`src/legacy_trap_map.svh`:
```
`ifndef LEGACY_TRAP_MAP_SVH
`define LEGACY_TRAP_MAP_SVH
// ****************************************************************
// Register offsets and write masks.
// ****************************************************************
`define OFS_PCPCI_TRAP 12'h52C
`define OFS_GROUP_CTRL 12'h530
`define OFS_GLOBAL_CTRL 12'h58C
`define REG_RST 32'h0000_0000
`define PCP_WMASK 32'hC607_FFFF
`define GRP_WMASK 32'hE1F1_0000
`define GCR_WMASK 32'h0000_0F01
// ****************************************************************
// Field positions.
// ****************************************************************
`define PCP_RD_EN_BIT 31
`define PCP_WE_BIT 30
`define PCP_DW_HI 26
`define PCP_DW_LO 25
`define PCP_MSK_HI 18
`define PCP_MSK_LO 16
`define PCP_SA_HI 15
`define PCP_TC_BIT 2
`define GRP_G1RE 31
`define GRP_G1WE 30
`define GRP_G1WS 29
`define GRP_G3WS 24
`define GRP_G4RE 23
`define GRP_G4WS 22
`define GRP_G2WS 21
`define GRP_G2RS 20
`define GRP_BPF 16
`define GCR_TRAP_EN 0
`define GCR_MODE_HI 9
`define GCR_MODE_LO 8
`define GCR_ENG_HI 11
`define GCR_ENG_LO 10
// ****************************************************************
// Decode widths and legacy locations.
// ****************************************************************
`define DW_FULL 2'b00
`define DW_12 2'b01
`define DW_10 2'b10
`define DW_FULL_KEEP 16'hFFFF
`define DW_12_KEEP 16'h0FFF
`define DW_10_KEEP 16'h03FF
`define LEG_STATUS 16'h0008
`define LEG_SMASK 16'h000A
`define LEG_MODE 16'h000B
`define LEG_BPF_CLR 16'h000C
`define LEG_CLRMASK 16'h000E
`define LEG_ALLMASK 16'h000F
`define LEG_LOW_TOP 16'h0007
`define LEG_PAGE0 16'h0087
`define LEG_PAGE1 16'h0083
`define LEG_PAGE2 16'h0081
`define LEG_PAGE3 16'h0082
`define STATUS_REQ_OFS 3'h4
`endif

```
`src/legacy_trap_pkg.sv`:
```
package legacy_trap_pkg;
  // Legacy DMA support mode.
  typedef enum logic [1:0] {
    MODE_NONE = 2'b00,
    MODE_GROUPED = 2'b01,
    MODE_PCPCI = 2'b10,
    MODE_DISTRIBUTED = 2'b11
  } legacy_mode_t;
  // Engine register targeted by a redirected write.
  typedef enum logic [1:0] {
    FLD_ADDR = 2'b00,
    FLD_COUNT = 2'b01,
    FLD_PAGE = 2'b10,
    FLD_MODE = 2'b11
  } eng_field_t;
  // One host I/O cycle as seen on the PCI side.
  typedef struct packed {
    logic valid;
    logic write;
    logic [15:0] addr;
    logic [7:0] data;
  } io_cycle_t;
  // Answer to a host I/O cycle.
  typedef struct packed {
    logic claim;
    logic snoop;
    logic retry;
  } io_resp_t;
  // Write into the legacy engine's registers.
  typedef struct packed {
    logic valid;
    eng_field_t field;
    logic hi;
    logic [7:0] data;
  } eng_cmd_t;
endpackage : legacy_trap_pkg

```
`src/legacy_io_trap_control.sv`:
```
// Functional notes
// - PC/PCI trap needs grant low.
// - Offset 0 transfer, 4 adds terminal count.
// - PC/PCI reads and writes go to engine.
// - Mask low bits, compare start address.
// - Decode width picks compared bits.
// - Writes trapped only with write enable.
// - Reads trapped only with read enable.
// - Group 1/2 active: snoop 0Ch, clear pointer.
// - Group-1 read trap, toggle on address/count.
// - Group-1 write snoop captures without claiming.
// - Group-2 write snoop offsets 0-7, flip pointer.
// - Group-2 read snoop offsets 0-7, flip pointer.
// - Pointer picks byte; page access never toggles.
// - Group-3 snoops 0Ah/0Bh, forwards matching engine.
// - Status/mask read retried, merged, returned.
// - Retry sequence never blocks other traffic.
// - 0Fh bit of selected engine to mode mask; 0Eh clears.
// - Trapping needs enable set, disable clear.
// - Mode field selects none/grouped/PC-PCI/distributed.
// - Engine select picks engine, default 0.
// - Matching mode write goes to engine mode.
// - Matching single mask bit 2 to control.
`timescale 1ns/1ps
`default_nettype none
`include "legacy_trap_map.svh"
module legacy_io_trap_control (
  // Clock and reset.
  input wire logic sys_clk,
  input wire logic rst_n,
  // Register port.
  input wire logic [11:0] reg_addr,
  input wire logic reg_wr,
  input wire logic reg_rd,
  input wire logic [31:0] reg_wdata,
  output logic [31:0] reg_rdata,
  // Host I/O cycles and answers.
  input wire legacy_trap_pkg::io_cycle_t io_cyc,
  input wire logic pcpci_grant_n,
  output legacy_trap_pkg::io_resp_t io_resp,
  output logic [7:0] io_rdata,
  // Loose controls.
  input wire logic global_trap_disable,
  input wire logic legacy_audio_mode_bit,
  // Legacy engine side.
  input wire logic [15:0] eng_cur_addr,
  input wire logic [15:0] eng_cur_count,
  input wire logic [7:0] eng_page,
  input wire logic [7:0] eng_pcpci_data,
  input wire logic [1:0] engine_status_reg,
  input wire logic engine_mask_bit,
  output legacy_trap_pkg::eng_cmd_t eng_cmd,
  output logic ctrl_mask_wr,
  output logic ctrl_mask_val,
  output logic mode_mask_wr,
  output logic mode_mask_val,
  output logic [1:0] legacy_engine_sel,
  output logic legacy_engine_active,
  output logic pcpci_xfer,
  output logic pcpci_tc,
  output logic pcpci_write,
  // Fetch from the real legacy controller.
  output logic fetch_req,
  output logic fetch_is_mask,
  input wire logic fetch_ack,
  input wire logic [7:0] fetch_data
);
  import legacy_trap_pkg::*;

  // ****************************************************************
  // Helpers.
  // ****************************************************************
  // Page location of each legacy engine; the map is not linear.
  function automatic logic [15:0] page_loc(input logic [1:0] sel);
    unique case (sel)
      2'b00: page_loc = `LEG_PAGE0;
      2'b01: page_loc = `LEG_PAGE1;
      2'b10: page_loc = `LEG_PAGE2;
      default: page_loc = `LEG_PAGE3;
    endcase
  endfunction : page_loc

  // Replace one bit of a byte, used for both merges.
  function automatic logic [7:0] merge_bit(input logic [7:0] b, input logic [2:0] idx, input logic v);
    logic [7:0] r;
    r = b;
    r[idx] = v;
    merge_bit = r;
  endfunction : merge_bit

  // Retry sequence states.
  typedef enum logic [2:0] {
    ST_IDLE = 3'b001,
    ST_FETCH = 3'b010,
    ST_READY = 3'b100
  } retry_st_t;

  logic [31:0] pcp_ff, grp_ff, gcr_ff; // Register contents.
  logic [31:0] nxt_pcp, nxt_grp, nxt_gcr;
  logic [31:0] rdata_ff, nxt_rdata; // Register read data.
  io_resp_t resp_ff, nxt_resp; // Host answer.
  logic [7:0] iord_ff, nxt_iord; // Host read data.
  eng_cmd_t cmd_ff, nxt_cmd; // Engine write.
  logic cmw_ff, nxt_cmw, cmv_ff, nxt_cmv; // Control mask write.
  logic mmw_ff, nxt_mmw, mmv_ff, nxt_mmv; // Mode mask write.
  logic pcx_ff, nxt_pcx, pct_ff, nxt_pct, pcw_ff, nxt_pcw; // PC/PCI transfer.
  retry_st_t st_ff, nxt_st; // Retry sequence.
  logic kind_ff, nxt_kind; // Pending read is the mask read.
  logic [7:0] merged_status_store, nxt_status; // Merged status.
  logic [7:0] merged_mask_store, nxt_mask; // Merged mask.

  logic trap_on, grouped, w, range_hit, pc_hit;
  logic [1:0] sel;
  legacy_mode_t mode;
  logic is_addr, is_count, is_page, is_low, c1_loc;
  logic c1_rd, c1_wt, c1_ws, c1_any, c2, bp_toggle, bp_clear;
  logic c3, c3_match, c4w, c4r, byte_pointer_flop;

  // ****************************************************************
  // Cycle decode.
  // ****************************************************************
  trap_range_match u_match (
    .addr(io_cyc.addr),
    .start_addr(pcp_ff[`PCP_SA_HI:0]),
    .low_addr_mask(pcp_ff[`PCP_MSK_HI:`PCP_MSK_LO]),
    .decode_width_sel(pcp_ff[`PCP_DW_HI:`PCP_DW_LO]),
    .hit(range_hit)
  );

  // Classify the present host cycle; everything here is combinational.
  always_comb begin
    trap_on = gcr_ff[`GCR_TRAP_EN] && !global_trap_disable;
    mode = legacy_mode_t'(gcr_ff[`GCR_MODE_HI:`GCR_MODE_LO]);
    sel = gcr_ff[`GCR_ENG_HI:`GCR_ENG_LO];
    byte_pointer_flop = grp_ff[`GRP_BPF];
    w = io_cyc.write;
    grouped = trap_on && (mode == MODE_GROUPED) && io_cyc.valid;
    pc_hit = trap_on && (mode == MODE_PCPCI) && io_cyc.valid && !pcpci_grant_n && range_hit
      && (w ? pcp_ff[`PCP_WE_BIT] : pcp_ff[`PCP_RD_EN_BIT]);
    is_addr = io_cyc.addr == {13'h0000, sel, 1'b0};
    is_count = io_cyc.addr == {13'h0000, sel, 1'b1};
    is_page = io_cyc.addr == page_loc(sel);
    is_low = io_cyc.addr <= `LEG_LOW_TOP;
    c1_loc = is_addr || is_count || is_page;
    c1_rd = grouped && !w && grp_ff[`GRP_G1RE] && c1_loc;
    c1_wt = grouped && w && grp_ff[`GRP_G1WE] && c1_loc;
    // Trap wins if software breaks the exclusion.
    c1_ws = grouped && w && grp_ff[`GRP_G1WS] && !grp_ff[`GRP_G1WE] && c1_loc;
    c1_any = c1_rd || c1_wt || c1_ws;
    c2 = grouped && is_low && !c1_any && (w ? grp_ff[`GRP_G2WS] : grp_ff[`GRP_G2RS]);
    bp_toggle = (c1_any && !is_page) || c2;
    bp_clear = grouped && w && (io_cyc.addr == `LEG_BPF_CLR) && (|grp_ff[`GRP_G1RE:`GRP_G1WS]
      || |grp_ff[`GRP_G2WS:`GRP_G2RS]);
    c3 = grouped && w && grp_ff[`GRP_G3WS] && (io_cyc.addr == `LEG_SMASK || io_cyc.addr == `LEG_MODE);
    c3_match = io_cyc.data[1:0] == sel;
    c4w = grouped && w && grp_ff[`GRP_G4WS] && (io_cyc.addr == `LEG_CLRMASK || io_cyc.addr == `LEG_ALLMASK);
    c4r = grouped && !w && grp_ff[`GRP_G4RE] && (io_cyc.addr == `LEG_STATUS || io_cyc.addr == `LEG_ALLMASK);
  end

  // ****************************************************************
  // Next-state logic.
  // ****************************************************************
  // The retry sequence runs beside the other decode paths, so transfers
  // and snoops keep flowing while a status read is pending.
  always_comb begin
    nxt_pcp = pcp_ff;
    nxt_grp = grp_ff;
    nxt_gcr = gcr_ff;
    nxt_rdata = rdata_ff;
    nxt_resp = '0;
    nxt_iord = iord_ff;
    nxt_cmd = '0;
    nxt_cmw = 1'b0;
    nxt_cmv = cmv_ff;
    nxt_mmw = 1'b0;
    nxt_mmv = mmv_ff;
    nxt_pcx = pc_hit;
    nxt_pct = pc_hit ? io_cyc.addr[`PCP_TC_BIT] : pct_ff;
    nxt_pcw = pc_hit ? w : pcw_ff;
    nxt_st = st_ff;
    nxt_kind = kind_ff;
    nxt_status = merged_status_store;
    nxt_mask = merged_mask_store;
    // Software writes; hardware pointer events below take priority.
    if (reg_wr) begin
      if (reg_addr == `OFS_PCPCI_TRAP) nxt_pcp = reg_wdata & `PCP_WMASK;
      if (reg_addr == `OFS_GROUP_CTRL) nxt_grp = reg_wdata & `GRP_WMASK;
      if (reg_addr == `OFS_GLOBAL_CTRL) nxt_gcr = reg_wdata & `GCR_WMASK;
    end
    if (bp_clear) begin
      nxt_grp[`GRP_BPF] = 1'b0;
    end else if (bp_toggle) begin
      nxt_grp[`GRP_BPF] = !byte_pointer_flop;
    end
    // Register reads; unmapped offsets read zero.
    if (reg_rd) begin
      unique case (reg_addr)
        `OFS_PCPCI_TRAP: nxt_rdata = pcp_ff;
        `OFS_GROUP_CTRL: nxt_rdata = grp_ff;
        `OFS_GLOBAL_CTRL: nxt_rdata = gcr_ff;
        default: nxt_rdata = `REG_RST;
      endcase
    end
    // Claims and snoops.
    nxt_resp.claim = pc_hit || c1_rd || c1_wt;
    nxt_resp.snoop = c1_ws || c2 || bp_clear || c3 || c4w;
    if (pc_hit && !w) nxt_iord = eng_pcpci_data;
    if (c1_rd) begin
      // Pointer picks the byte of address and count reads.
      if (is_page) nxt_iord = eng_page;
      else if (is_addr) nxt_iord = byte_pointer_flop ? eng_cur_addr[15:8] : eng_cur_addr[7:0];
      else nxt_iord = byte_pointer_flop ? eng_cur_count[15:8] : eng_cur_count[7:0];
    end
    if (c1_wt || c1_ws) begin
      nxt_cmd.valid = 1'b1;
      nxt_cmd.field = is_page ? FLD_PAGE : (is_addr ? FLD_ADDR : FLD_COUNT);
      nxt_cmd.hi = byte_pointer_flop;
      nxt_cmd.data = io_cyc.data;
    end
    if (c3 && c3_match) begin
      if (io_cyc.addr == `LEG_MODE) begin
        nxt_cmd.valid = 1'b1;
        nxt_cmd.field = FLD_MODE;
        nxt_cmd.data = io_cyc.data;
      end else begin
        nxt_cmw = 1'b1;
        nxt_cmv = io_cyc.data[2];
      end
    end
    if (c4w) begin
      nxt_mmw = 1'b1;
      nxt_mmv = (io_cyc.addr == `LEG_ALLMASK) ? io_cyc.data[sel] : 1'b0;
    end
    // Status and all-mask reads: retry, fetch and merge, then answer.
    unique case (st_ff)
      ST_IDLE: begin
        if (c4r) begin
          nxt_resp.retry = 1'b1;
          nxt_kind = io_cyc.addr == `LEG_ALLMASK;
          nxt_st = ST_FETCH;
        end
      end
      ST_FETCH: begin
        nxt_resp.retry = c4r;
        if (fetch_ack) begin
          nxt_status = merge_bit(merge_bit(fetch_data, {1'b0, sel}, engine_status_reg[0]),
            `STATUS_REQ_OFS + {1'b0, sel}, engine_status_reg[1]);
          nxt_mask = merge_bit(fetch_data, {1'b0, sel}, engine_mask_bit);
          nxt_st = ST_READY;
        end
      end
      ST_READY: begin
        if (c4r && ((io_cyc.addr == `LEG_ALLMASK) == kind_ff)) begin
          nxt_resp.claim = 1'b1;
          nxt_iord = kind_ff ? merged_mask_store : merged_status_store;
          nxt_st = ST_IDLE;
        end else begin
          nxt_resp.retry = c4r;
        end
      end
      default: nxt_st = ST_IDLE;
    endcase
  end

  // ****************************************************************
  // State registers.
  // ****************************************************************
  always_ff @(posedge sys_clk or negedge rst_n) begin
    if (!rst_n) begin
      pcp_ff <= `REG_RST;
      grp_ff <= `REG_RST;
      gcr_ff <= `REG_RST;
      rdata_ff <= `REG_RST;
      resp_ff <= '0;
      iord_ff <= 8'h00;
      cmd_ff <= '0;
      cmw_ff <= 1'b0;
      cmv_ff <= 1'b0;
      mmw_ff <= 1'b0;
      mmv_ff <= 1'b0;
      pcx_ff <= 1'b0;
      pct_ff <= 1'b0;
      pcw_ff <= 1'b0;
      st_ff <= ST_IDLE;
      kind_ff <= 1'b0;
      merged_status_store <= 8'h00;
      merged_mask_store <= 8'h00;
    end else begin
      pcp_ff <= nxt_pcp;
      grp_ff <= nxt_grp;
      gcr_ff <= nxt_gcr;
      rdata_ff <= nxt_rdata;
      resp_ff <= nxt_resp;
      iord_ff <= nxt_iord;
      cmd_ff <= nxt_cmd;
      cmw_ff <= nxt_cmw;
      cmv_ff <= nxt_cmv;
      mmw_ff <= nxt_mmw;
      mmv_ff <= nxt_mmv;
      pcx_ff <= nxt_pcx;
      pct_ff <= nxt_pct;
      pcw_ff <= nxt_pcw;
      st_ff <= nxt_st;
      kind_ff <= nxt_kind;
      merged_status_store <= nxt_status;
      merged_mask_store <= nxt_mask;
    end
  end

  // Outputs.
  assign reg_rdata = rdata_ff;
  assign io_resp = resp_ff;
  assign io_rdata = iord_ff;
  assign eng_cmd = cmd_ff;
  assign ctrl_mask_wr = cmw_ff;
  assign ctrl_mask_val = cmv_ff;
  assign mode_mask_wr = mmw_ff;
  assign mode_mask_val = mmv_ff;
  assign pcpci_xfer = pcx_ff;
  assign pcpci_tc = pct_ff;
  assign pcpci_write = pcw_ff;
  assign legacy_engine_sel = sel;
  assign legacy_engine_active = (trap_on && mode == MODE_GROUPED) || legacy_audio_mode_bit;
  assign fetch_req = st_ff == ST_FETCH;
  assign fetch_is_mask = kind_ff;
endmodule : legacy_io_trap_control
`default_nettype wire

```
`src/trap_range_match.sv`:
```
`timescale 1ns/1ps
`default_nettype none
`include "legacy_trap_map.svh"
module trap_range_match (
  // Cycle address.
  input wire logic [15:0] addr,
  // Range setup.
  input wire logic [15:0] start_addr,
  input wire logic [2:0] low_addr_mask,
  input wire logic [1:0] decode_width_sel,
  // Result.
  output logic hit
);
  logic [15:0] keep;
  logic [15:0] masked;
  // ****************************************************************
  // Masked compare against the start address.
  // ****************************************************************
  // Upper bits outside the decode width alias; the reserved width never hits.
  always_comb begin
    unique case (decode_width_sel)
      `DW_FULL: keep = `DW_FULL_KEEP;
      `DW_12: keep = `DW_12_KEEP;
      default: keep = `DW_10_KEEP;
    endcase
    masked = addr & ~{13'h0000, low_addr_mask};
    hit = ((masked & keep) == (start_addr & keep)) && (decode_width_sel != 2'b11);
  end
endmodule : trap_range_match
`default_nettype wire
```
`config.mk`:
```
export PLATFORM = sky130hd
export DESIGN_NAME = legacy_io_trap_control
export DESIGN_NICKNAME = d
export VERILOG_FILES = /design/src/legacy_trap_pkg.sv /design/src/legacy_io_trap_control.sv /design/src/trap_range_match.sv
export VERILOG_INCLUDE_DIRS = /design/src /design/src/src
export SDC_FILE = /design/constraint.sdc
export NUM_CORES = 1
export LEC_CHECK = 0
export BUFFER_PORTS_ARGS = -buffer_cell sky130_fd_sc_hd__buf_2
export CAP_MARGIN = 15
export CORE_UTILIZATION = 50
export CTS_BUF_LIST = sky130_fd_sc_hd__clkbuf_16
export CTS_CLUSTER_DIAMETER = 30
export DETAILED_ROUTE_END_ITERATION = 12
export PLACE_DENSITY_LB_ADDON = 0.08
export SYNTH_ARGS = -nofsm -noshare
export SYNTH_HDL_FRONTEND = slang
export SYNTH_SLANG_ARGS = --single-unit
```
`constraint.sdc`:
```
create_clock -name sys_clk -period 2.88 [get_ports sys_clk]
set_input_delay 0.144 -clock sys_clk [delete_from_list [all_inputs] [get_ports sys_clk]]
set_output_delay 0.144 -clock sys_clk [all_outputs]
set_load 0.01 [all_outputs]
```
==> impl_metrics.csv <==
group,metric,value,unit
run_status,status,"complete, no violations",
die,floorplan.io_pins,204,
sta,timing.final.ws_setup,0.483,ns
logic_synthesis,synth_warnings,0,
global_routing,vias_in_the_first_global_route,5286,
sta,final.min_clock_period,2.40,ns
drt,routed_via_density,5.46,
drt,initialDrtViolationCount,240,
drt,wire_per_inst,17.1,um
worst_setup_path,timing.setup.critical_path_class,"reg2reg",
placement,place_ws,0.509,ns
clocking,hold_buffers,40,
logic_synthesis,synth.top_cell.area_share,48.6,%
job,drv.max_cap_violation_count,0,
logic_synthesis,synthTopCellsByArea,"sky130_fd_sc_hd__dfrtp_1 49%, sky130_fd_sc_hd__mux2_2 8.4%, sky130_fd_sc_hd__mux4_1 3.6%, sky130_fd_sc_hd__a211oi_1 3.4%, sky130_fd_sc_hd__a21oi_1 2.8%",
layout,most_common_cell_after_layout_fill_and_taps_aside,"sky130_fd_sc_hd__buf_2",
global_routing,antenna_found_initial,0,
sta,final.period_utilization,83.2,%
sta,rsz0062_at_grt,"no",
logic_synthesis,synthesis.area,0.00592,sq mm
worst_setup_path,endpoint_kind,"flip-flop",
worst_setup_path,worst_ep_required_time,3.16,ns
clocking,clk_pin_slew_worst_paths,0.05,ns
worst_setup_path,arrival,2.67,ns
drt,post_route_drc_violation_count,0,
die,initial_cell_density_of_the_core,51.6,%
sta,fmax,417,MHz
layout,fillerInstances,914,
logic_synthesis,synth_area_per_cell,10.9,sq um
clocking,cts_setup_buffers,0,
logic_synthesis,synth_cell_types,57,
sta,final.setup_skew,0.0101,ns
worst_setup_path,path_cells,"nor4bb_1 -> a2bb2oi_1 -> a211o_1 -> o21a_1 -> a211oi_1 -> a211oi_1",
global_routing,grt_use_total,27.1,%
drt,drtAntennaViolNets,0,
sta,final-max-slew-violation-count,0,
die,fp.dieH,111,um
layout,nNetsFinal,914,
clocking,cts_htree_levels,4,
worst_setup_path,crit_path_top_delay_cell,"sky130_fd_sc_hd__a211o_1",
global_routing,grt_start_max_net_pins,68,
logic_synthesis,synth-main-ff-cell,"sky130_fd_sc_hd__dfrtp_1",
layout,area.growth.synth_to_final,33.8,%
die,die-area,0.0123,sq mm
logic_synthesis,ys_seq_area_share,49.1,%
clocking,deepest_clock_path_buffer_count,2,
worst_setup_path,critical_path.most_common_cell,"sky130_fd_sc_hd__a211oi_1",
layout,drive_gt1_share,37.1,%
layout,diodes,0,
placement,io_buffers,197,
layout,postLayoutCellArea,0.00792,sq mm
sta,hold_violation_total_from_the_final_report,0,
placement,postPlaceCellArea,0.00702,sq mm
worst_hold_path,worst_hold_path_type,"in2reg",
logic_synthesis,synth_top_cell_by_area,"sky130_fd_sc_hd__dfrtp_1",
sta,slew_headroom,38.2,%
logic_synthesis,number_of_enable_flip_flop_cells_after_synthesis,0,
placement,dp.final_hpwl,11200,um
die,die_width,111,um
layout,commonest_cells_after_routing_fill_and_taps_aside,"196 x sky130_fd_sc_hd__buf_2, 115 x sky130_fd_sc_hd__dfrtp_1, 44 x sky130_fd_sc_hd__mux2_2",
logic_synthesis,synthCells,545,
clocking,worstSkewPairLatency,0.41,ns
sta,setup_viol,0,
logic_synthesis,synth-seq-cells,116,
power_and_ir_drop,vdd.ir_drop.worst,0.000361,V
global_routing,grt_first_pass_wirelength,25900,um
drt,routed-via-count,5087,
worst_setup_path,crit_path_max_incr_delay,0.59,ns
placement,gp_congestion,0.804,
global_routing,gr-total-overflow,0,
power_and_ir_drop,power_per_cell_area,480,mW/mm^2
drt,drt_pre_antenna_iters,5,
clocking,cts.sinks,116,
logic_synthesis,ffs_w_async_s_r_synth,100,%
worst_setup_path,crit_path_max_fanout,19,
sta,timing.setup.tns,0,ns
clocking,clk_root_buffer_cell,"sky130_fd_sc_hd__clkbuf_16",
die,placement_rows,39,
power_and_ir_drop,leakagePower,3.99,nW
die,core_area,0.0115,sq mm
drt,routed_wl,15900,um
worst_setup_path,worstSetupStartpointType,"flip-flop",
sta,tightestPinTransition,0.926,ns
sta,hold_ws,0.0216,ns
clocking,cts_buffer_count,17,
clocking,cts_tree,"yes",
clocking,cts.repair.resized,0,
## critical path: cells and delay by family, from the launching register on
kind / cells / cell delay [ns]
flip-flops: 1 / 0.50
AND/OR/NAND/NOR: 1 / 0.32
AO/OA/AOI/OAI: 5 / 1.43
## metrics by stage
stage | total power [mW] | instances | util [%]
finish | 3.80 | 931 | 69.1
detailed placement | 1.97 | 861 | 61.2
global placement | 1.96 | 861 | 61.2
floorplan | 1.80 | 547 | -
global route | 3.93 | 931 | 69.1
CTS | 3.84 | 931 | 69.1
## cell usage after synthesis, drive strengths merged, types with 9 or more instances
library cell  count
a211oi           27
a21oi            33
buf              17
clkbuf           19
dfrtp           115
inv              26
mux2             45
mux2i            14
mux4              9
nand2            16
nand3            27
nor2             38
nor2b            25
nor3              9
o21ai            25
xnor2            13
## per-layer routing
layer / wire length, um / vias to the layer above / track usage (%) / part of all wire [%]
met3: 928 / 27 / 6.12 / 5.8
met5: 0 / - / 0 / 0
met1: 6590 / 2466 / 33.3 / 41
met2: 8040 / 172 / 46.6 / 51
met4: 338 / 0 / 10.4 / 2.1
li1: - / 2422 / - / -
## final cells by class
cell class | instances | area [sq um] | share of cell area [%]
clock inverter | 13 | 80.1 | 1.01
inverter | 26 | 97.6 | 1.23
timing repair buffer | 247 | 1480 | 18.6
clock buffer | 17 | 425 | 5.37
multi-input combinational | 369 | 2760 | 34.8
tap | 143 | 179 | 2.26
sequential | 116 | 2900 | 36.7
## worst paths after layout
kind / from / to / slack [ns] / cells past startpoint
max: gcr_ff[10] / io_rdata[0] / 0.48 / 6
min: fetch_data[5] / merged_status_store[5] / 0.02 / 3
max reg2reg: gcr_ff[10] / io_rdata[0] / 0.48 / 6
min reg2reg: pcpci_write / pcpci_write / 0.50 / 1
max in group asynchronous: rst_n / st_ff[0] / 1.90 / 3
min in group asynchronous: rst_n / eng_cmd[7] / 0.24 / 2
## power by group
| group | switching, mW | internal, mW |
|---|---|---|
| Sequential | 0.0146 | 1.66 |
| Clock | 0.682 | 1.14 |
| Combinational | 0.149 | 0.162 |
## kinds of logic after synthesis
| kind of cell | count (synthesis) | share of synthesized area [%] |
|---|---|---|
| multiplexers | 68 | 14.9 |
| XOR/XNOR | 21 | 3.11 |
| flip-flops | 116 | 49.1 |
| AND/OR/NAND/NOR | 161 | 16.0 |
| other | 1 | 0.0634 |
| buffers and inverters | 62 | 4.50 |
| AO/OA/AOI/OAI | 116 | 12.4 |
## registers in the layout, indices dropped and copies added, names as in the netlist
| name | flops |
|---|---|
| ctrl_mask_val | 1 |
| ctrl_mask_wr | 1 |
| eng_cmd | 12 |
| fetch_is_mask | 1 |
| gcr_ff | 5 |
| grp_ff | 9 |
| io_rdata | 8 |
| io_resp | 3 |
| merged_mask_store | 8 |
| merged_status_store | 8 |
| mode_mask_val | 1 |
| mode_mask_wr | 1 |
| pcp_ff | 23 |
| pcpci_tc | 1 |
| pcpci_write | 1 |
| pcpci_xfer | 1 |
| reg_rdata | 29 |
| st_ff | 3 |
Note: power is estimated with default switching activity, not from simulation.
